<file path="config.mk">
export PLATFORM = sky130hd
export DESIGN_NAME = panel_fault_clear
export DESIGN_NICKNAME = d
export VERILOG_FILES = /design/src/pkg/panel_pkg.sv /design/src/key_sync.sv /design/src/panel_fault_clear.sv
export SDC_FILE = /design/constraint.sdc
export NUM_CORES = 1
export LEC_CHECK = 0
export BUFFER_PORTS_ARGS = -buffer_cell sky130_fd_sc_hd__buf_2
export CAP_MARGIN = 0
export CORE_MARGIN = 8
export CORE_UTILIZATION = 54
export CTS_CLUSTER_DIAMETER = 120
export CTS_CLUSTER_SIZE = 28
export DETAILED_ROUTE_END_ITERATION = 10
export GPL_TIMING_DRIVEN = 1
export PLACE_DENSITY = 0.82
export SYNTH_ARGS = -nofsm -noshare
export SYNTH_HDL_FRONTEND = slang
export SYNTH_SLANG_ARGS = --single-unit
</file>
<file path="constraint.sdc">
create_clock -name clk -period 6.9 [get_ports clk]
set_input_delay 0.69 -clock clk [delete_from_list [all_inputs] [get_ports clk]]
set_output_delay 0.69 -clock clk [all_outputs]
set_load 0.02 [all_outputs]
</file>
<file path="src/pkg/panel_pkg.sv">
// shared constants and types for the operator panel fault and clear-key logic
package panel_pkg;
  // register port geometry
  localparam int AW = 8;
  localparam int DW = 32;
  localparam int NFAULT = 16;

  // register byte offsets
  localparam logic [7:0] OFF_CTRL = 8'h00;
  localparam logic [7:0] OFF_FAULT = 8'h04;
  localparam logic [7:0] OFF_RUNOK = 8'h08;
  localparam logic [7:0] OFF_STATUS = 8'h0c;
  localparam logic [7:0] OFF_SWITCH = 8'h10;
  localparam logic [7:0] OFF_FMT_A = 8'h14;
  localparam logic [7:0] OFF_FMT_B = 8'h18;
  localparam logic [7:0] OFF_INT_STAT = 8'h1c;
  localparam logic [7:0] OFF_INT_MASK = 8'h20;
  localparam logic [7:0] OFF_IO_CODE = 8'h24;

  // control and switch fields
  localparam int CTRL_MODE_LSB = 0;
  localparam int CTRL_ONLINE_BIT = 2;
  localparam int SW_CLEAR_BIT = 0;
  localparam int SW_RUN_BIT = 1;
  localparam int SW_TSEQ_LSB = 4;

  // format fields
  localparam int FA_CPI_LSB = 0;
  localparam int FA_LPI_LSB = 4;
  localparam int FA_FONT_LSB = 8;
  localparam int FA_WID_LSB = 16;
  localparam int FA_HGT_LSB = 20;
  localparam int FB_FLEN_LSB = 0;
  localparam int FB_BOF_LSB = 8;
  localparam int FB_PMOT_BIT = 16;
  localparam int FB_ESC_BIT = 17;

  // power-up format values
  localparam logic [3:0] CPI_RST = 4'h0;
  localparam logic [3:0] LPI_RST = 4'h0;
  localparam logic [7:0] FONT_RST = 8'h00;
  localparam logic [3:0] WID_RST = 4'h1;
  localparam logic [3:0] HGT_RST = 4'h1;
  localparam logic [7:0] FLEN_RST = 8'h42;
  localparam logic [7:0] BOF_RST = 8'h00;
  localparam logic PMOT_RST = 1'b1;
  localparam logic ESC_RST = 1'b1;

  // fault source carrying the i/o board self-test result
  localparam int IO_FAULT_BIT = 0;

  // interrupt status bits
  localparam int NIRQ = 4;
  localparam int IRQ_FAULT = 0;
  localparam int IRQ_CLEAR = 1;
  localparam int IRQ_FLUSH = 2;
  localparam int IRQ_RUN = 3;

  // alarm timing
  localparam int CLK_MHZ = 10;
  localparam int ALARM_US = 250000;
  localparam int ALARM_CYC = ALARM_US * CLK_MHZ;

  typedef enum logic [1:0] {
    REGULAR_PRINT_MODE = 2'b00,
    ATTENDANT_SETUP_MODE = 2'b01,
    TEST_MODE = 2'b10
  } mode_t;

  typedef enum logic [2:0] {
    MSG_STATUS = 3'b000,
    MSG_FAULT = 3'b001,
    MSG_IO_SELFTEST_FAULT_CODE = 3'b010,
    MSG_STOP = 3'b011,
    MSG_BUFFER_FLUSHED_NOTICE = 3'b100
  } msg_t;
endpackage : panel_pkg

</file>
<file path="src/key_sync.sv">
// three-stage synchroniser with agreement filter for panel keys
`timescale 1ns/10ps
module key_sync #(
  parameter int W = 2 // number of key pins
) (
  input logic clk, // system clock
  input logic rst, // async reset, active high
  input logic [W-1:0] pin, // raw key levels, high while pressed
  output logic [W-1:0] lvl, // filtered key level
  output logic [W-1:0] rise // one-cycle press pulse
);
  logic [W-1:0] s1_r, s2_r, s3_r, lvl_r, rise_r;

  // s1 only feeds s2; the filter looks at s2 and s3
  always_ff @(posedge clk or posedge rst) begin
    if (rst) begin
      s1_r <= '0;
      s2_r <= '0;
      s3_r <= '0;
    end else begin
      s1_r <= pin;
      s2_r <= s1_r;
      s3_r <= s2_r;
    end
  end

  // a change counts once stages two and three agree
  always_ff @(posedge clk or posedge rst) begin
    if (rst) begin
      lvl_r <= '0;
      rise_r <= '0;
    end else begin
      lvl_r <= (s2_r & s3_r) | (lvl_r & (s2_r | s3_r));
      rise_r <= (s2_r & s3_r) & ~lvl_r;
    end
  end

  assign lvl = lvl_r;
  assign rise = rise_r;
endmodule : key_sync

</file>
<file path="src/panel_fault_clear.sv">
// operator panel fault handling and clear-key interpreter
`timescale 1ns/10ps
// Summary of operation
// - fault sounds alarm, halts, shows scrolling message
// - run key held may finish form
// - fault clear press drops code, shows stop
// - clear held shows remaining uncorrected faults
// - setup or test clear returns offline, stop
// - regular mode clear discards print buffer
// - flush shows notice and sounds alarm
// - flush restores cpi, lpi, font, width, height
// - flush keeps form length, skip, checks
// - switch state readable through mailbox
// - processor writes status, panel displays it
// - alarm drive output for faults, flushes
// - test fault: clear, exit, then reset
// - self-test fault shows fixed clearable code
module panel_fault_clear #(
  parameter int NF = panel_pkg::NFAULT, // number of fault sources
  parameter int ALARM_CYC = panel_pkg::ALARM_CYC // alarm length in clocks
) (
  input logic clk, // 10 MHz system clock
  input logic rst, // async reset, active high
  input logic [panel_pkg::AW-1:0] addr, // mailbox byte address
  input logic [panel_pkg::DW-1:0] wdata, // mailbox write data
  input logic wr, // write strobe
  input logic rd, // read strobe
  output logic [panel_pkg::DW-1:0] rdata, // read data, cycle after rd
  input logic clear_key_pin, // clear key, high while pressed
  input logic run_key_pin, // run key, high while pressed
  output logic [2:0] disp_msg, // display message selector
  output logic [7:0] disp_arg, // message argument
  output logic disp_scroll, // message scrolls
  output logic alarm, // audible alarm drive
  output logic print_run, // printing allowed
  output logic print_halt, // printing stopped by fault
  output logic flush_buf, // pulse: discard print buffer
  output logic printer_reset, // pulse: reset printer
  output logic irq // level interrupt
);
  localparam int FW = $clog2(NF);

  // lowest pending fault is the one on show and the one cleared
  function automatic logic [FW-1:0] lowest(input logic [NF-1:0] v);
    lowest = '0;
    for (int i = NF - 1; i >= 0; i--) begin
      if (v[i]) begin
        lowest = FW'(i);
      end
    end
  endfunction : lowest

  logic [1:0] key_lvl, key_rise;
  logic clear_lvl, run_lvl, clear_p, run_p;
  panel_pkg::mode_t mode_r;
  logic online_r, stop_r, flushed_r;
  logic [1:0] tseq_r;
  logic [NF-1:0] pend_r, runok_r, fault_set, fault_clr;
  logic [panel_pkg::DW-1:0] status_r;
  logic [7:0] io_code_r;
  logic [3:0] cpi_r, lpi_r, wid_r, hgt_r;
  logic [7:0] font_r, flen_r, bof_r;
  logic pmot_r, esc_r;
  logic [panel_pkg::NIRQ-1:0] ist_r, imask_r, ev;
  logic [31:0] alarm_cnt_r;
  logic alarm_r, run_r, halt_r, flush_r, reset_r;
  logic [2:0] msg_r;
  logic [7:0] arg_r;
  logic scroll_r;
  logic [panel_pkg::DW-1:0] rdata_r;
  logic any_fault, fault_new, clr_fault, clr_exit, clr_reset, clr_flush;
  logic wr_ctrl, wr_fault, wr_runok, wr_status, wr_fa, wr_fb, wr_ist, wr_imask, wr_io;
  logic [FW-1:0] cur;

  key_sync #(.W(2)) u_keys (
    .clk(clk),
    .rst(rst),
    .pin({run_key_pin, clear_key_pin}),
    .lvl(key_lvl),
    .rise(key_rise)
  );
  assign clear_lvl = key_lvl[0];
  assign run_lvl = key_lvl[1];
  assign clear_p = key_rise[0];
  assign run_p = key_rise[1];

  // write decode
  assign wr_ctrl = wr && (addr == panel_pkg::OFF_CTRL);
  assign wr_fault = wr && (addr == panel_pkg::OFF_FAULT);
  assign wr_runok = wr && (addr == panel_pkg::OFF_RUNOK);
  assign wr_status = wr && (addr == panel_pkg::OFF_STATUS);
  assign wr_fa = wr && (addr == panel_pkg::OFF_FMT_A);
  assign wr_fb = wr && (addr == panel_pkg::OFF_FMT_B);
  assign wr_ist = wr && (addr == panel_pkg::OFF_INT_STAT);
  assign wr_imask = wr && (addr == panel_pkg::OFF_INT_MASK);
  assign wr_io = wr && (addr == panel_pkg::OFF_IO_CODE);

  // clear key classification; a pending fault takes precedence
  assign any_fault = |pend_r;
  assign cur = lowest(pend_r);
  assign clr_fault = clear_p && any_fault;
  assign clr_exit = clear_p && !any_fault && (mode_r != panel_pkg::REGULAR_PRINT_MODE);
  assign clr_reset = clear_p && !any_fault && (mode_r == panel_pkg::REGULAR_PRINT_MODE) && (tseq_r == 2'h2);
  assign clr_flush = clear_p && !any_fault && (mode_r == panel_pkg::REGULAR_PRINT_MODE) && (tseq_r != 2'h2);

  // fault set by the processor, cleared one at a time by the key
  assign fault_set = wr_fault ? wdata[NF-1:0] : '0;
  assign fault_clr = clr_fault ? (NF'(1) << cur) : '0;
  assign fault_new = |(fault_set & ~pend_r);

  // pending faults; a new report wins over a clear in the same cycle
  always_ff @(posedge clk or posedge rst) begin
    if (rst) begin
      pend_r <= '0;
    end else begin
      pend_r <= (pend_r & ~fault_clr) | fault_set;
    end
  end

  // mode and on-line flag; the operator key wins over a software write
  always_ff @(posedge clk or posedge rst) begin
    if (rst) begin
      mode_r <= panel_pkg::REGULAR_PRINT_MODE;
      online_r <= 1'b0;
    end else if (clr_exit) begin
      mode_r <= panel_pkg::REGULAR_PRINT_MODE;
      online_r <= 1'b0;
    end else if (clr_fault) begin
      online_r <= 1'b0;
    end else if (wr_ctrl) begin
      if (wdata[panel_pkg::CTRL_MODE_LSB +: 2] == 2'h3) begin
        mode_r <= panel_pkg::REGULAR_PRINT_MODE;
      end else begin
        mode_r <= panel_pkg::mode_t'(wdata[panel_pkg::CTRL_MODE_LSB +: 2]);
      end
      online_r <= wdata[panel_pkg::CTRL_ONLINE_BIT];
    end
  end

  // three-press sequence after a fault raised in test mode
  always_ff @(posedge clk or posedge rst) begin
    if (rst) begin
      tseq_r <= 2'h0;
    end else if (clr_fault) begin
      tseq_r <= (mode_r == panel_pkg::TEST_MODE) ? 2'h1 : 2'h0;
    end else if (clr_exit) begin
      tseq_r <= ((mode_r == panel_pkg::TEST_MODE) && (tseq_r == 2'h1)) ? 2'h2 : 2'h0;
    end else if (clr_reset || clr_flush) begin
      tseq_r <= 2'h0;
    end
  end

  // stop and flushed indications; setting wins over clearing
  always_ff @(posedge clk or posedge rst) begin
    if (rst) begin
      stop_r <= 1'b0;
      flushed_r <= 1'b0;
    end else begin
      if (clr_fault || clr_exit) begin
        stop_r <= 1'b1;
      end else if (fault_new || wr_ctrl || clr_flush) begin
        stop_r <= 1'b0;
      end
      if (clr_flush) begin
        flushed_r <= 1'b1;
      end else if (fault_new || wr_ctrl || clear_p) begin
        flushed_r <= 1'b0;
      end
    end
  end

  // format settings; a flush restores only the character shape group
  always_ff @(posedge clk or posedge rst) begin
    if (rst) begin
      cpi_r <= panel_pkg::CPI_RST;
      lpi_r <= panel_pkg::LPI_RST;
      font_r <= panel_pkg::FONT_RST;
      wid_r <= panel_pkg::WID_RST;
      hgt_r <= panel_pkg::HGT_RST;
    end else if (clr_flush || clr_reset) begin
      cpi_r <= panel_pkg::CPI_RST;
      lpi_r <= panel_pkg::LPI_RST;
      font_r <= panel_pkg::FONT_RST;
      wid_r <= panel_pkg::WID_RST;
      hgt_r <= panel_pkg::HGT_RST;
    end else if (wr_fa) begin
      cpi_r <= wdata[panel_pkg::FA_CPI_LSB +: 4];
      lpi_r <= wdata[panel_pkg::FA_LPI_LSB +: 4];
      font_r <= wdata[panel_pkg::FA_FONT_LSB +: 8];
      wid_r <= wdata[panel_pkg::FA_WID_LSB +: 4];
      hgt_r <= wdata[panel_pkg::FA_HGT_LSB +: 4];
    end
  end

  // form settings change only by software, never by the clear key
  always_ff @(posedge clk or posedge rst) begin
    if (rst) begin
      flen_r <= panel_pkg::FLEN_RST;
      bof_r <= panel_pkg::BOF_RST;
      pmot_r <= panel_pkg::PMOT_RST;
      esc_r <= panel_pkg::ESC_RST;
    end else if (wr_fb) begin
      flen_r <= wdata[panel_pkg::FB_FLEN_LSB +: 8];
      bof_r <= wdata[panel_pkg::FB_BOF_LSB +: 8];
      pmot_r <= wdata[panel_pkg::FB_PMOT_BIT];
      esc_r <= wdata[panel_pkg::FB_ESC_BIT];
    end
  end

  // mailbox words written by the processors
  always_ff @(posedge clk or posedge rst) begin
    if (rst) begin
      status_r <= '0;
      runok_r <= '0;
      io_code_r <= 8'h00;
      imask_r <= '0;
    end else begin
      if (wr_status) begin
        status_r <= wdata;
      end
      if (wr_runok) begin
        runok_r <= wdata[NF-1:0];
      end
      if (wr_io) begin
        io_code_r <= wdata[7:0];
      end
      if (wr_imask) begin
        imask_r <= wdata[panel_pkg::NIRQ-1:0];
      end
    end
  end

  // sticky interrupt status, write one to clear, new event wins
  always_comb begin
    ev = '0;
    ev[panel_pkg::IRQ_FAULT] = fault_new;
    ev[panel_pkg::IRQ_CLEAR] = clear_p;
    ev[panel_pkg::IRQ_FLUSH] = clr_flush;
    ev[panel_pkg::IRQ_RUN] = run_p;
  end

  always_ff @(posedge clk or posedge rst) begin
    if (rst) begin
      ist_r <= '0;
    end else begin
      ist_r <= (ist_r & ~(wr_ist ? wdata[panel_pkg::NIRQ-1:0] : '0)) | ev;
    end
  end
  assign irq = |(ist_r & imask_r);

  // alarm timer, restarted by each new fault or flush
  always_ff @(posedge clk or posedge rst) begin
    if (rst) begin
      alarm_cnt_r <= 32'h0;
      alarm_r <= 1'b0;
    end else if (fault_new || clr_flush) begin
      alarm_cnt_r <= 32'(ALARM_CYC - 1);
      alarm_r <= 1'b1;
    end else if (alarm_cnt_r != 32'h0) begin
      alarm_cnt_r <= alarm_cnt_r - 32'h1;
    end else begin
      alarm_r <= 1'b0;
    end
  end

  // print permission; run key only helps if every pending fault allows it
  always_ff @(posedge clk or posedge rst) begin
    if (rst) begin
      run_r <= 1'b0;
      halt_r <= 1'b0;
      flush_r <= 1'b0;
      reset_r <= 1'b0;
    end else begin
      halt_r <= any_fault;
      run_r <= (!any_fault && online_r && (mode_r == panel_pkg::REGULAR_PRINT_MODE))
        || (any_fault && run_lvl && ((pend_r & ~runok_r) == '0));
      flush_r <= clr_flush;
      reset_r <= clr_reset;
    end
  end

  // display selection; held clear key reveals faults behind the stop
  always_ff @(posedge clk or posedge rst) begin
    if (rst) begin
      msg_r <= panel_pkg::MSG_STATUS;
      arg_r <= 8'h00;
      scroll_r <= 1'b0;
    end else if (any_fault && (clear_lvl || !stop_r)) begin
      if (cur == FW'(panel_pkg::IO_FAULT_BIT)) begin
        msg_r <= panel_pkg::MSG_IO_SELFTEST_FAULT_CODE;
        arg_r <= io_code_r;
        scroll_r <= 1'b0;
      end else begin
        msg_r <= panel_pkg::MSG_FAULT;
        arg_r <= 8'(cur);
        scroll_r <= 1'b1;
      end
    end else if (stop_r) begin
      msg_r <= panel_pkg::MSG_STOP;
      arg_r <= 8'h00;
      scroll_r <= 1'b0;
    end else if (flushed_r) begin
      msg_r <= panel_pkg::MSG_BUFFER_FLUSHED_NOTICE;
      arg_r <= 8'h00;
      scroll_r <= 1'b0;
    end else begin
      msg_r <= panel_pkg::MSG_STATUS;
      arg_r <= status_r[7:0];
      scroll_r <= 1'b0;
    end
  end

  // read mux; unmapped addresses read zero
  always_ff @(posedge clk or posedge rst) begin
    if (rst) begin
      rdata_r <= '0;
    end else if (!rd) begin
      rdata_r <= '0;
    end else if (addr == panel_pkg::OFF_CTRL) begin
      rdata_r <= 32'({online_r, mode_r});
    end else if (addr == panel_pkg::OFF_FAULT) begin
      rdata_r <= 32'(pend_r);
    end else if (addr == panel_pkg::OFF_RUNOK) begin
      rdata_r <= 32'(runok_r);
    end else if (addr == panel_pkg::OFF_STATUS) begin
      rdata_r <= status_r;
    end else if (addr == panel_pkg::OFF_SWITCH) begin
      rdata_r <= 32'({tseq_r, 2'h0, run_lvl, clear_lvl});
    end else if (addr == panel_pkg::OFF_FMT_A) begin
      rdata_r <= 32'({hgt_r, wid_r, font_r, lpi_r, cpi_r});
    end else if (addr == panel_pkg::OFF_FMT_B) begin
      rdata_r <= 32'({esc_r, pmot_r, bof_r, flen_r});
    end else if (addr == panel_pkg::OFF_INT_STAT) begin
      rdata_r <= 32'(ist_r);
    end else if (addr == panel_pkg::OFF_INT_MASK) begin
      rdata_r <= 32'(imask_r);
    end else if (addr == panel_pkg::OFF_IO_CODE) begin
      rdata_r <= 32'(io_code_r);
    end else begin
      rdata_r <= '0;
    end
  end

  assign rdata = rdata_r;
  assign disp_msg = msg_r;
  assign disp_arg = arg_r;
  assign disp_scroll = scroll_r;
  assign alarm = alarm_r;
  assign print_run = run_r;
  assign print_halt = halt_r;
  assign flush_buf = flush_r;
  assign printer_reset = reset_r;
endmodule : panel_fault_clear

</file>
Word level (Yosys, flattened, before mapping)
Index checks and enable logic that the tools add are counted.

operators by class
  shifts and indexed selects = 1
  muxes and demuxes = 70
  equality and inequality tests = 16
  add/sub/neg operators = 1
  bitwise operators = 17
  reduce and logical (&&, ||, !) cells = 48

operator list
  operator                                                               count
  32-bit two-way mux                                                     7
  4-bit two-way mux                                                      25
  8-bit two-way mux                                                      9
  16-bit bitwise AND                                                     3
  24-bit two-way mux                                                     2
  16-bit inverter                                                        3
  8-bit by 5-bit equality test with 1-bit output, second input constant  4
  16-bit two-way mux                                                     2
  32-bit nonzero test                                                    1
  16-bit OR reduction                                                    2
  32-bit by 1-bit subtractor with 32-bit output, second input constant   1
  1-bit logical AND                                                      21
  18-bit two-way mux                                                     1
  2-bit two-way mux                                                      9
  8-bit by 4-bit equality test with 1-bit output, second input constant  2
  8-bit by 6-bit equality test with 1-bit output, second input constant  2
  16-bit zero test                                                       1
  16-bit OR                                                              1
  1-bit by 4-bit left shift with 16-bit output, first input constant     1
  1-bit two-way mux                                                      12
  2-bit nonzero test                                                     6
  3-bit two-way mux                                                      3
  4-bit bitwise AND                                                      2
  8-bit by 3-bit equality test with 1-bit output, second input constant  1
  other kinds (17)                                                       32

word-level totals
  bits of input ports = 46
  word-level logic and storage cells = 188
  register bits after elaboration = 220

Depth between registers and ports, before layout
Gate-level depths: netlist of the first run.

  depth after elaboration = 21
  depth in mapped cells = 9

By module
A second synthesis of the first run with hierarchy kept.

second synthesis, totals
  cell total of the unflattened synthesis = 922
  area total of the unflattened synthesis = 9955.8 um^2

modules (own cells, without submodules)
  module             area each (um^2)  seq. area each (um^2)  times used  cells an instance
  panel_fault_clear  9659.3            5262.5                 1           907
  key_sync           296.5             250.2                  1           15

Worst setup path after synthesis of the first run
Ideal clock, no wire load.

  kind = input to register
  start = input addr[4] in the netlist's numbering
  end = register bof_r[0]
  cell stages on the path = 6
  path buffers = 2
  slack = 4.181 ns
  library setup time = 0.125 ns
  arrival = 2.595 ns
  cell sequence = clkbuf_1 > or4b_2 > nor4_4 > nand2_1 > buf_2 > mux2_2

on the way
  cells in the longest elaborated chain, start to end = 2

ends and longest elaborated chain
  element                                         RTL line                  text
  from (decl)                                     panel_fault_clear.sv:24   input logic [panel_pkg::AW-1:0] addr,
  8-bit by 5-bit equality test with 1-bit output  panel_fault_clear.sv:93   assign wr_fb = wr && (addr == panel_pkg::OFF_FMT_B);
  1-bit logical AND                               panel_fault_clear.sv:93
  to (signal assigned)                            panel_fault_clear.sv:199  bof_r <= panel_pkg::BOF_RST;
  to (signal assigned)                            panel_fault_clear.sv:204  bof_r <= wdata[panel_pkg::FB_BOF_LSB +: 8];
  to (decl)                                       panel_fault_clear.sv:62   logic [7:0] font_r, flen_r, bof_r;

Every way passes these cells.
A chain may end at the register's enable or synchronous reset.

Final worst setup path of the first run
  start = input addr[2] in the netlist's numbering
  end = register alarm_cnt_r[31]

on the way
  cells in the longest elaborated chain, start to end = 7
  elaborated cells on any way between the ends = 8
  classes of those cells = eq/ne (1); mux (2); bitwise (1); reduce/logical (4)

ends and longest elaborated chain
  element                                                          RTL line                  text
  8-bit by 3-bit equality test with 1-bit output *                 panel_fault_clear.sv:89   assign wr_fault = wr && (addr == panel_pkg::OFF_FAULT);
  1-bit logical AND *                                              panel_fault_clear.sv:89
  16-bit two-way mux *                                             panel_fault_clear.sv:107  assign fault_set = wr_fault ? wdata[NF-1:0] : '0;
  16-bit bitwise AND *                                             panel_fault_clear.sv:109  assign fault_new = |(fault_set & ~pend_r);
  16-bit OR reduction *                                            panel_fault_clear.sv:109
  1-bit logical OR *                                               panel_fault_clear.sv:256  end else if (fault_new || clr_flush) begin
  32-bit two-way mux / 2-bit nonzero test (equally long branches)  -
  to (signal assigned)                                             panel_fault_clear.sv:257  alarm_cnt_r <= 32'(ALARM_CYC - 1);
  to (signal assigned)                                             panel_fault_clear.sv:260  alarm_cnt_r <= alarm_cnt_r - 32'h1;
  to (decl)                                                        panel_fault_clear.sv:65   logic [31:0] alarm_cnt_r;

Mark *: on every way between the ends. The rest lies on a longest branch, timed or not.

==> out/metrics.cfg, run 1 <==
[status]
outcome = completed

[synthesis]
ys_types = 65
yosysWarnings = 0
synth.cell_area_um2 = 9956
synth-edff-count = 0
ys_ff_latch = 220
synthCells = 918
syn_avg_cell_area_um2 = 10.85
yosys_most_used_dff = dfrtp_1
seq_area_frac_synth_pct = 55.37
async_flop_share_pct = 100.0
syn-num-nets = 965

[cells_and_area]
fill_cells = 1494
syn_to_final_growth_pct = 9.640
final_cell_area_um2 = 10920
drive_above_1_share_pct = 22.54
fin_nets = 1030

[critical_path]
path_max_fanout = 21
criticalPathCategory = primary input to flop
crit_start = addr[2]
cp.required_ns = 7.22
critPathCaptureType = flop
start_kind = primary input
cp_data_arrival_time_ns = 3.74
r2r_start = alarm_cnt_r[13]

[floorplanning]
die_w_um = 151.8
fp-row-count = 49
die_area_um2 = 23040
io_pins = 96
initial_core_util_pct = 55.23
die-height_um = 151.8
core-area_um2 = 18020

[cts]
cts.sinks = 220
clk_path_buf_depth = 3
cts_resized = 0
clk_pin_slew_ns = 0.10
clk_latency_ns = 0.47
cts_tree = yes
hold_buffers = 0
cts_root_buf = clkbuf_16
numCtsBuffers = 11
h-tree-depth = 1
postCtsSetupRepairBufs = 0

[detailed_routing]
met3_length_mm = 2.108
wl_mm = 25.57
vias = 7639
top_layer_used = met5
vias_per_cell = 6.282
ant_nets = 0
wl_met2_mm = 12.21
drt-met1-wl_mm = 10.71
wl_per_cell_um = 21.03
drtPass1Iterations = 5
drcViolationCount = 0
drt_iter0_markers = 799

[power]
power_density_nw_per_um2 = 223.5
p_leak_uw = 0.005068
peakVddDrop_mv = 0.2368

[sta]
hold_slack_ns = 0.3290
worst_pin_slew_ns = 1.131
max_freq_mhz = 291.7
rsz0062_at_grt = no
timing.final.crit_share_pct = 49.68
finalClockSkew_ns = 0.01400
drv_slew = 0
relSlewSlack_pct = 24.41
final_hold_viol_count = 0
period_needed_ns = 3.428
finalSetupTns_ns = 0
setup_viol = 0

[hold_path]
hp-class = primary input to flop
worstHoldStart = clear_key_pin

[place]
gp_congestion = 0.9208
dp_hpwl_mm = 17.75
dpl_cell_area_um2 = 10590
io_buffers = 95

[grt]
grt_pass1_wl_mm = 41.08
grt-ovfl-total = 0
grt.total_usage_pct = 22.50
grt_max_degree = 155
antenna_found_initial = 1
grt_pass1_vias = 7594

[run]
cap_violations = 0

stage by stage:
step	cells	utilization [%]	worst slack (ns)	power [µW]
2_1_floorplan	918	-	0.1989	1642
3_3_place_gp	1199	58.77	3.166	1732
3_5_place_dp	1199	58.77	3.034	1744
4_1_cts	1214	60.53	3.540	2457
5_1_grt	1214	60.53	3.249	2544
6_report	1216	60.56	3.472	2439
final timing paths:
path / slack, ns / cells after the start / to
min reg2reg: 0.35 / 0 / u_keys.s2_r[1]
max reg2reg: 4.10 / 6 / alarm_cnt_r[31]
max in group asynchronous: 4.94 / 3 / io_code_r[4]
min: 0.33 / 1 / u_keys.s1_r[0]
max: 3.47 / 7 / alarm_cnt_r[31]
min in group asynchronous: 0.47 / 2 / rdata[11]
power by group:
part	switching, µW	total, µW	internal (µW)
Combinational	182	292	110
Clock	384	718	334
Sequential	69.1	1430	1360
Total	635	2440	1800
sequential cells by signal (all words and copies together) (netlist names), 8 cells and up:
| signal | count |
|---|---|
| status_r | 32 |
| runok_r | 16 |
| font_r | 8 |
| rdata | 32 |
| bof_r | 8 |
| pend_r | 16 |
| disp_arg | 8 |
| alarm_cnt_r | 32 |
| io_code_r | 8 |
| flen_r | 8 |
routing by layer:
layer / up-vias / track usage [%]
li1: 3460 / -
met1: 3789 / 31.14
met2: 345 / 35.22
met3: 43 / 4.960
met4: 2 / 6.075
met5: - / 0
layout make-up:
type | count | area (µm²) | area share (%)
Antenna cell | 2 | 5.005 | 0.04585
Inverter | 22 | 90.09 | 0.8253
Tap cell | 229 | 286.5 | 2.625
Clock inverter | 1 | 30.03 | 0.2751
Timing Repair Buffer | 104 | 543.0 | 4.975
Clock buffer | 14 | 286.5 | 2.625
Multi-Input combinational cell | 624 | 4161 | 38.12
Sequential cell | 220 | 5513 | 50.50
placed cells by master, fill, tap and decap left out, types with 4 or more instances in the layout:
master       n
dfrtp_1    214
buf_2       95
nand2_1     92
mux2_2      79
nor2_1      63
a21oi_1     61
nand3_1     39
inv_1       21
xnor2_1     21
nor4_1      20
o21ai_0     19
nor3_1      18
o221ai_1    18
a22o_1      16
o22ai_1     13
a22oi_1     12
nor2b_1     11
a221oi_1    11
clkbuf_16   11
nand2b_1    10
and3_1      10
or4_1        9
buf_4        9
a21o_1       8
a221o_1      6
or3_1        6
nor3b_1      6
dfstp_2      6
xor2_1       5
mux2i_1      5
o31ai_1      4
nand3b_1     4
and2_1       4
nor2_2       4
a32oi_1      4
cell families after synthesis:
| logic type | count (synthesis) | synth area share [%] |
|---|---|---|
| AND/OR/NAND/NOR | 318 | 16.14 |
| flip-flops | 220 | 55.37 |
| AO/OA/AOI/OAI | 194 | 13.61 |
| multiplexers | 84 | 9.438 |
| buffers and inverters | 74 | 2.928 |
| XOR/XNOR | 26 | 2.287 |
| adder cells (fa/ha/maj) | 2 | 0.2262 |
synth_stat cells, types with 5 or more instances:
cell        n  area share [%]
dfrtp_1   214              54
nand2_1    92             3.5
mux2_2     79             8.9
nor2_1     65             2.5
a21oi_1    61             3.1
clkbuf_1   40             1.5
nand3_1    39             2.0
inv_1      22            0.83
xnor2_1    21             1.8
nor4_1     20             1.3
nor3_1     19            0.96
o21ai_0    19            0.96
o221ai_1   18             1.6
a22o_1     16             1.4
o22ai_1    13            0.82
a22oi_1    12            0.90
a221oi_1   11            0.97
nor2b_1    11            0.69
and3_1     10            0.63
nand2b_1   10            0.63
or4_1       9            0.68
a21o_1      8            0.60
a221o_1     6            0.60
dfstp_2     6             1.6
nor3b_1     6            0.45
or3_1       6            0.38
buf_1       5            0.19
buf_2       5            0.25
mux2i_1     5            0.50
xor2_1      5            0.44
critical path, cell delays in order:
cell and delay [ns]:
buf_2 0.32, or4b_2 0.74, or2_1 0.49, nor2_4 0.43, o31a_1 0.27, nand2b_1 0.64, nor2_1 0.14
Power figures use the tool's default switching activity.
==> run 2, diff against run 1 <==
- CORE_UTILIZATION: 54 -> 59
- PLACE_DENSITY: 0.82 -> 0.84
- clock period: 6.9 -> 3.3 ns (I/O delays scaled with it)
==> run 2 against run 1 <==
Against the previous run: clock skew grew 0.0052 ns; cell count is 0.41% higher; via count up 2.1%; critical path type is now flop to flop; non-clock buffer count up 16; sequential cell count stayed put; combinational power up 120%; die area shrank 7.6%; first-iteration DRC count decreased by 15%.
==> out/metrics.cfg, run 2 (same netlist as run 1, synthesis figures left out) <==
[floorplanning]
die-height_um = 145.9  ; was 151.8 µm
fp-row-count = 47  ; was 49
initial_core_util_pct = 60.25  ; was 55.23%
die_area_um2 = 21290  ; was 23,040 µm²
core-area_um2 = 16520  ; was 18,020 µm²
io_pins = 96  ; unchanged
die_w_um = 145.9  ; was 151.8 µm

[detailed_routing]
drt_iter0_markers = 676  ; was 799
wl_per_cell_um = 21.10  ; was 21.03 µm
vias_per_cell = 6.390  ; was 6.282
vias = 7802  ; was 7,639
ant_nets = 0  ; unchanged
drtPass1Iterations = 5  ; unchanged
drcViolationCount = 0  ; unchanged
wl_mm = 25.76  ; was 25.57 mm

[cts]
cts_root_buf = clkbuf_16  ; unchanged
h-tree-depth = 1  ; unchanged
clk_pin_slew_ns = 0.11  ; was 0.10 ns
clk_path_buf_depth = 3  ; unchanged
postCtsSetupRepairBufs = 0  ; unchanged
clk_latency_ns = 0.47  ; about the same
cts.sinks = 220  ; unchanged
numCtsBuffers = 11  ; unchanged
cts_tree = yes  ; unchanged

[cells_and_area]
final_cell_area_um2 = 11030  ; was 10,920 µm²
drive_above_1_share_pct = 23.58  ; was 22.54%
fin_util_pct = 66.77  ; was 60.56%
layout_common_cells = dfrtp_1, buf_2, nand2_1, mux2_2, nor2_1  ; unchanged
layout_commonest_cell = dfrtp_1  ; unchanged
syn_to_final_growth_pct = 10.82  ; was 9.640%
fill_cells = 1229  ; was 1,494
antenna_cells = 0  ; was 2
fin_nets = 1046  ; was 1,030

[grt]
grt_pass1_vias = 7982  ; was 7,594
grt.total_usage_pct = 23.84  ; was 22.50%
grt_pass1_wl_mm = 41.75  ; was 41.08 mm
grt_max_degree = 148  ; was 155
antenna_found_initial = 0  ; was 1
grt-ovfl-total = 0  ; unchanged

[sta]
finalSetupTns_ns = 0  ; unchanged
worst_pin_slew_ns = 0.9293  ; was 1.131 ns
setup_viol = 0  ; unchanged
finalClockSkew_ns = 0.01919  ; was 0.01400 ns
final_hold_viol_count = 0  ; unchanged
relSlewSlack_pct = 37.82  ; was 24.41%
max_freq_mhz = 364.8
rsz0062_at_grt = no  ; unchanged
timing.final.crit_share_pct = 83.08
period_needed_ns = 2.742
drv_slew = 0  ; unchanged

[hold_path]
hp-class = primary input to asynchronous set/reset pin  ; was primary input to flop

[power]
power_density_nw_per_um2 = 466.6  ; was 223.5 nW/µm²
peakVddDrop_mv = 0.3313  ; was 0.2368 mV
power.total_uw = 5148  ; was 2439 µW
clockPowerShare_pct = 29.6  ; was 29.4%
power_frac_seq_pct = 58.0  ; was 58.6%
p_comb_share_pct = 12.4  ; was 12.0%
p_int_uw = 3792  ; was 1804 µW
p_leak_uw = 0.005144  ; was 0.005068 µW
power_switching_uw = 1356  ; was 634.9 µW
p_sw_share_pct = 26.34  ; was 26.03%

[place]
dpl_cell_area_um2 = 10700  ; was 10,590 µm²
dp_hpwl_mm = 17.80  ; was 17.75 mm
io_buffers = 95  ; unchanged
gp_congestion = 0.9589  ; was 0.9208

[critical_path]
criticalPathCategory = flop to flop  ; was primary input to flop
cp_data_arrival_time_ns = 3.06  ; was 3.74 ns
cp.required_ns = 3.62  ; was 7.22 ns
start_kind = flop  ; was primary input
critPathCaptureType = flop  ; unchanged
path_max_fanout = 16  ; was 21

[status]
outcome = completed  ; unchanged

[run]
cap_violations = 0  ; unchanged

==> run 2: per-layer routing <==
layer  up-vias  GRT usage (%)  wire length [µm]
li1       3496              -                 -
met1      3843          29.66             10170
met2       389          39.40             12450
met3        74          5.504              2203
met4         0          9.839               940
met5         -              0                 0
==> run 2: layout make-up <==
class                   count  area [µm²]  share of cell area (%)
well taps                 220       275.3                   2.495
clock inverters             1       30.03                  0.2722
flip-flops and latches    220        5513                   49.97
multi-input cells         624        4161                   37.72
inverters                  22       86.33                  0.7825
repair buffers            120       680.7                   6.169
clock buffers              14       286.5                   2.597
==> run 2: worst max-delay path: stages (launching register included) <==
cell and delay (ns):
dfrtp_1 0.44, or4_4 0.56, or4b_4 0.58, o31ai_4 0.64
nor4_1 0.15, xnor2_1 0.17, nand2_1 0.07
==> run 2: through the flow <==
stage	setup WS, ns	instances	hold slack [ns]
after floorplan	0.1068	918	0.3312
after global placement	0.6122	1204	0.3361
after detailed placement	0.5493	1204	0.3364
after CTS	0.5418	1221	0.08494
after global routing	0.3723	1221	0.06965
final	0.5584	1221	0.05000
==> run 2: path summary, 6_finish.rpt <==
check	to	cells past startpoint	startpoint	slack, ns
min in group clk	status_r[31]	2	wdata[31]	0.08
worst min-delay path	rdata[25]	3	rst	0.05
max in group asynchronous	alarm_cnt_r[31]	3	rst	2.54
worst max register to register	alarm_cnt_r[21]	6	alarm_cnt_r[13]	0.56
worst min register to register	u_keys.s2_r[0]	0	u_keys.s1_r[0]	0.35
worst max-delay path	alarm_cnt_r[21]	6	alarm_cnt_r[13]	0.56
==> run 2: what timing repair did <==
action,4_1_cts,5_1_grt
gates resized for setup,0,0
hold endpoints to repair,2,0
hold buffers,2,0
==> run 2: power groups by stage <==
stage	Combinational, µW	Clock (µW)	Sequential (µW)
after detailed placement	633	0	3030
after floorplan	423	0	3010
final	638	1520	2990
after global routing	702	1630	3000
after CTS	639	1540	2980
after global placement	615	0	3030
==> run 3, diff against run 2 <==
- CORE_UTILIZATION: 59 -> 54
- PLACE_DENSITY: 0.84 -> 0.82
- clock period: 3.3 -> 2.37 ns (I/O delays scaled with it)
==> run 3 against run 2 <==
Against the previous run: the flow now finishes with violations (setup timing); sequential power up 39%; combinational power up 58%; critical path type unchanged; clock skew down 0.0055 ns; largest power group unchanged; clock power up 41%; hold slack worse by 0.046 ns; largest cell class unchanged.
==> out/metrics.cfg, run 3 (same netlist as run 1, synthesis figures left out) <==
[hold_path]
hp-class = primary input to flop  ; was primary input to asynchronous set/reset pin
hold_depth = 2

[sta]
hold_slack_ns = 0.003647  ; was 0.05000 ns
fin_ws_ns = -0.1243  ; was 0.5584 ns
rsz0062_at_grt = yes  ; was no
drv_slew = 0  ; unchanged
final_hold_viol_count = 0  ; unchanged
setup_viol = 19  ; was 0
max_freq_mhz = 400.9  ; was 364.8 MHz
timing.final.crit_share_pct = 105.2  ; was 83.08%
period_needed_ns = 2.494  ; was 2.742 ns
relSlewSlack_pct = 58.26  ; was 37.82%
finalClockSkew_ns = 0.01367  ; was 0.01919 ns
worst_pin_slew_ns = 0.6261  ; was 0.9293 ns

[cells_and_area]
layout_commonest_cell = dfrtp_1  ; unchanged
multi_input_area_um2 = 4243  ; was 4161 µm²
final_cell_area_um2 = 11670  ; was 11,030 µm²
final-seq-area_um2 = 5513  ; unchanged
drive_above_1_share_pct = 28.22  ; was 23.58%
layout_common_cells = dfrtp_1, buf_2, nand2_1, mux2_2, buf_4  ; was dfrtp_1, buf_2, nand2_1, mux2_2, nor2_1
antenna_cells = 0  ; unchanged
fin_nets = 1108  ; was 1,046
syn_to_final_growth_pct = 17.27  ; was 10.82%
fill_cells = 1429  ; was 1,229

[cts]
cts.sinks = 220  ; unchanged
clk_path_buf_depth = 3  ; unchanged
clk_pin_slew_ns = 0.11  ; about the same
h-tree-depth = 1  ; unchanged
numCtsBuffers = 11  ; unchanged
clk_latency_ns = 0.47  ; about the same
cts_root_buf = clkbuf_16  ; unchanged
cts_tree = yes  ; unchanged

[grt]
antenna_found_initial = 0  ; unchanged
grt_max_degree = 114  ; was 148
grt_pass1_wl_mm = 43.37  ; was 41.75 mm
grt.total_usage_pct = 23.64  ; was 23.84%
grt-ovfl-total = 0  ; unchanged
grt_pass1_vias = 8158  ; was 7,982

[floorplanning]
die_w_um = 151.8  ; was 145.9 µm
fp-row-count = 49  ; was 47
die-height_um = 151.8  ; was 145.9 µm
initial_core_util_pct = 55.23  ; was 60.25%
io_pins = 96  ; unchanged
die_area_um2 = 23040  ; was 21,290 µm²
core-area_um2 = 18020  ; was 16,520 µm²

[detailed_routing]
drtPass1Iterations = 5  ; unchanged
vias_per_cell = 6.205  ; was 6.390
drt_iter0_markers = 651  ; was 676
wl_mm = 26.82  ; was 25.76 mm
wl_per_cell_um = 20.76  ; was 21.10 µm
drcViolationCount = 0  ; unchanged
vias = 8017  ; was 7,802
ant_nets = 0  ; unchanged

[place]
gp_congestion = 0.9570  ; was 0.9589
io_buffers = 95  ; unchanged
dp_hpwl_mm = 18.89  ; was 17.80 mm
dpl_cell_area_um2 = 11150  ; was 10,700 µm²
pre_cts_ws_ns = -0.1193  ; was 0.5493 ns

[critical_path]
cp_data_arrival_time_ns = 2.86  ; was 3.06 ns
cp.required_ns = 2.74  ; was 3.62 ns
criticalPathCategory = flop to flop  ; unchanged
r2r_cells = 6  ; unchanged
start_kind = flop  ; unchanged
path_max_fanout = 3  ; was 16
critPathCaptureType = flop  ; unchanged

[run]
cap_violations = 0  ; unchanged

[power]
power_density_nw_per_um2 = 625.5  ; was 466.6 nW/µm²
peakVddDrop_mv = 0.6106  ; was 0.3313 mV
p_leak_uw = 0.005465  ; was 0.005144 µW

[status]
violations = setup timing
outcome = finished with violations  ; was completed

==> run 3: cell type report <==
cell class | count | share of cell area (%)
timing repair buffer | 182 | 10.53
clock buffer | 14 | 2.454
sequential | 220 | 47.22
inverter | 22 | 0.7395
tap | 229 | 2.454
clock inverter | 1 | 0.2572
multi-input combinational | 624 | 36.34
==> run 3: what timing repair did <==
item | in CTS | in global routing
pin swaps | 1 | 2
resized for setup | 10 | 9
setup endpoints to repair | 23 | 25
setup buffers | 1 | 1
hold buffers | 11 | 0
endpoints found under the hold margin | 19 | 0
==> run 3: metrics by stage <==
step                power, µW  cells  setup TNS [ns]  utilization (%)
floorplan                4789    918         -156.49                -
finish                   7303   1292          -1.098            64.77
CTS                      7319   1291         -0.7113            64.49
detailed placement       5177   1264         -0.5622            61.84
global placement         5142   1264         -0.2153            61.84
global route             7588   1292          -2.411            64.77
==> run 3: worst paths after layout <==
check | startpoint | endpoint | slack, ns
max | alarm_cnt_r[21] | alarm_cnt_r[28] | -0.12
min | wdata[28] | status_r[28] | 0.004
max reg2reg | alarm_cnt_r[21] | alarm_cnt_r[28] | -0.12
min reg2reg | u_keys.s1_r[0] | u_keys.s2_r[0] | 0.38
max in group asynchronous | rst | alarm_cnt_r[2] | 1.22
min in group asynchronous | rst | imask_r[3] | 0.26
==> run 3: report_power, final <==
part	total [µW]	switching, µW	internal (µW)	leakage (µW)
clock network	2140	1170	974	0.000153
registers	4150	191	3960	0.00288
logic	1010	580	429	0.00243
total	7300	1940	5360	0.00546
==> run 3: worst max-delay path, stage by stage (launching register included) <==
cell and delay (ns):
dfrtp_1 0.40, or4_4 0.54, or4b_4 0.56, or2_4 0.26, or4_4 0.42, xor2_1 0.17
nor2_2 0.04
==> run 3: layer usage <==
layer	global-route usage, %	share of wire (%)	vias to the layer above
met5	0	0	-
met4	6.222	2.6	0
met3	3.683	6.9	54
met2	40.42	51	323
met1	30.80	40	4009
li1	-	-	3631
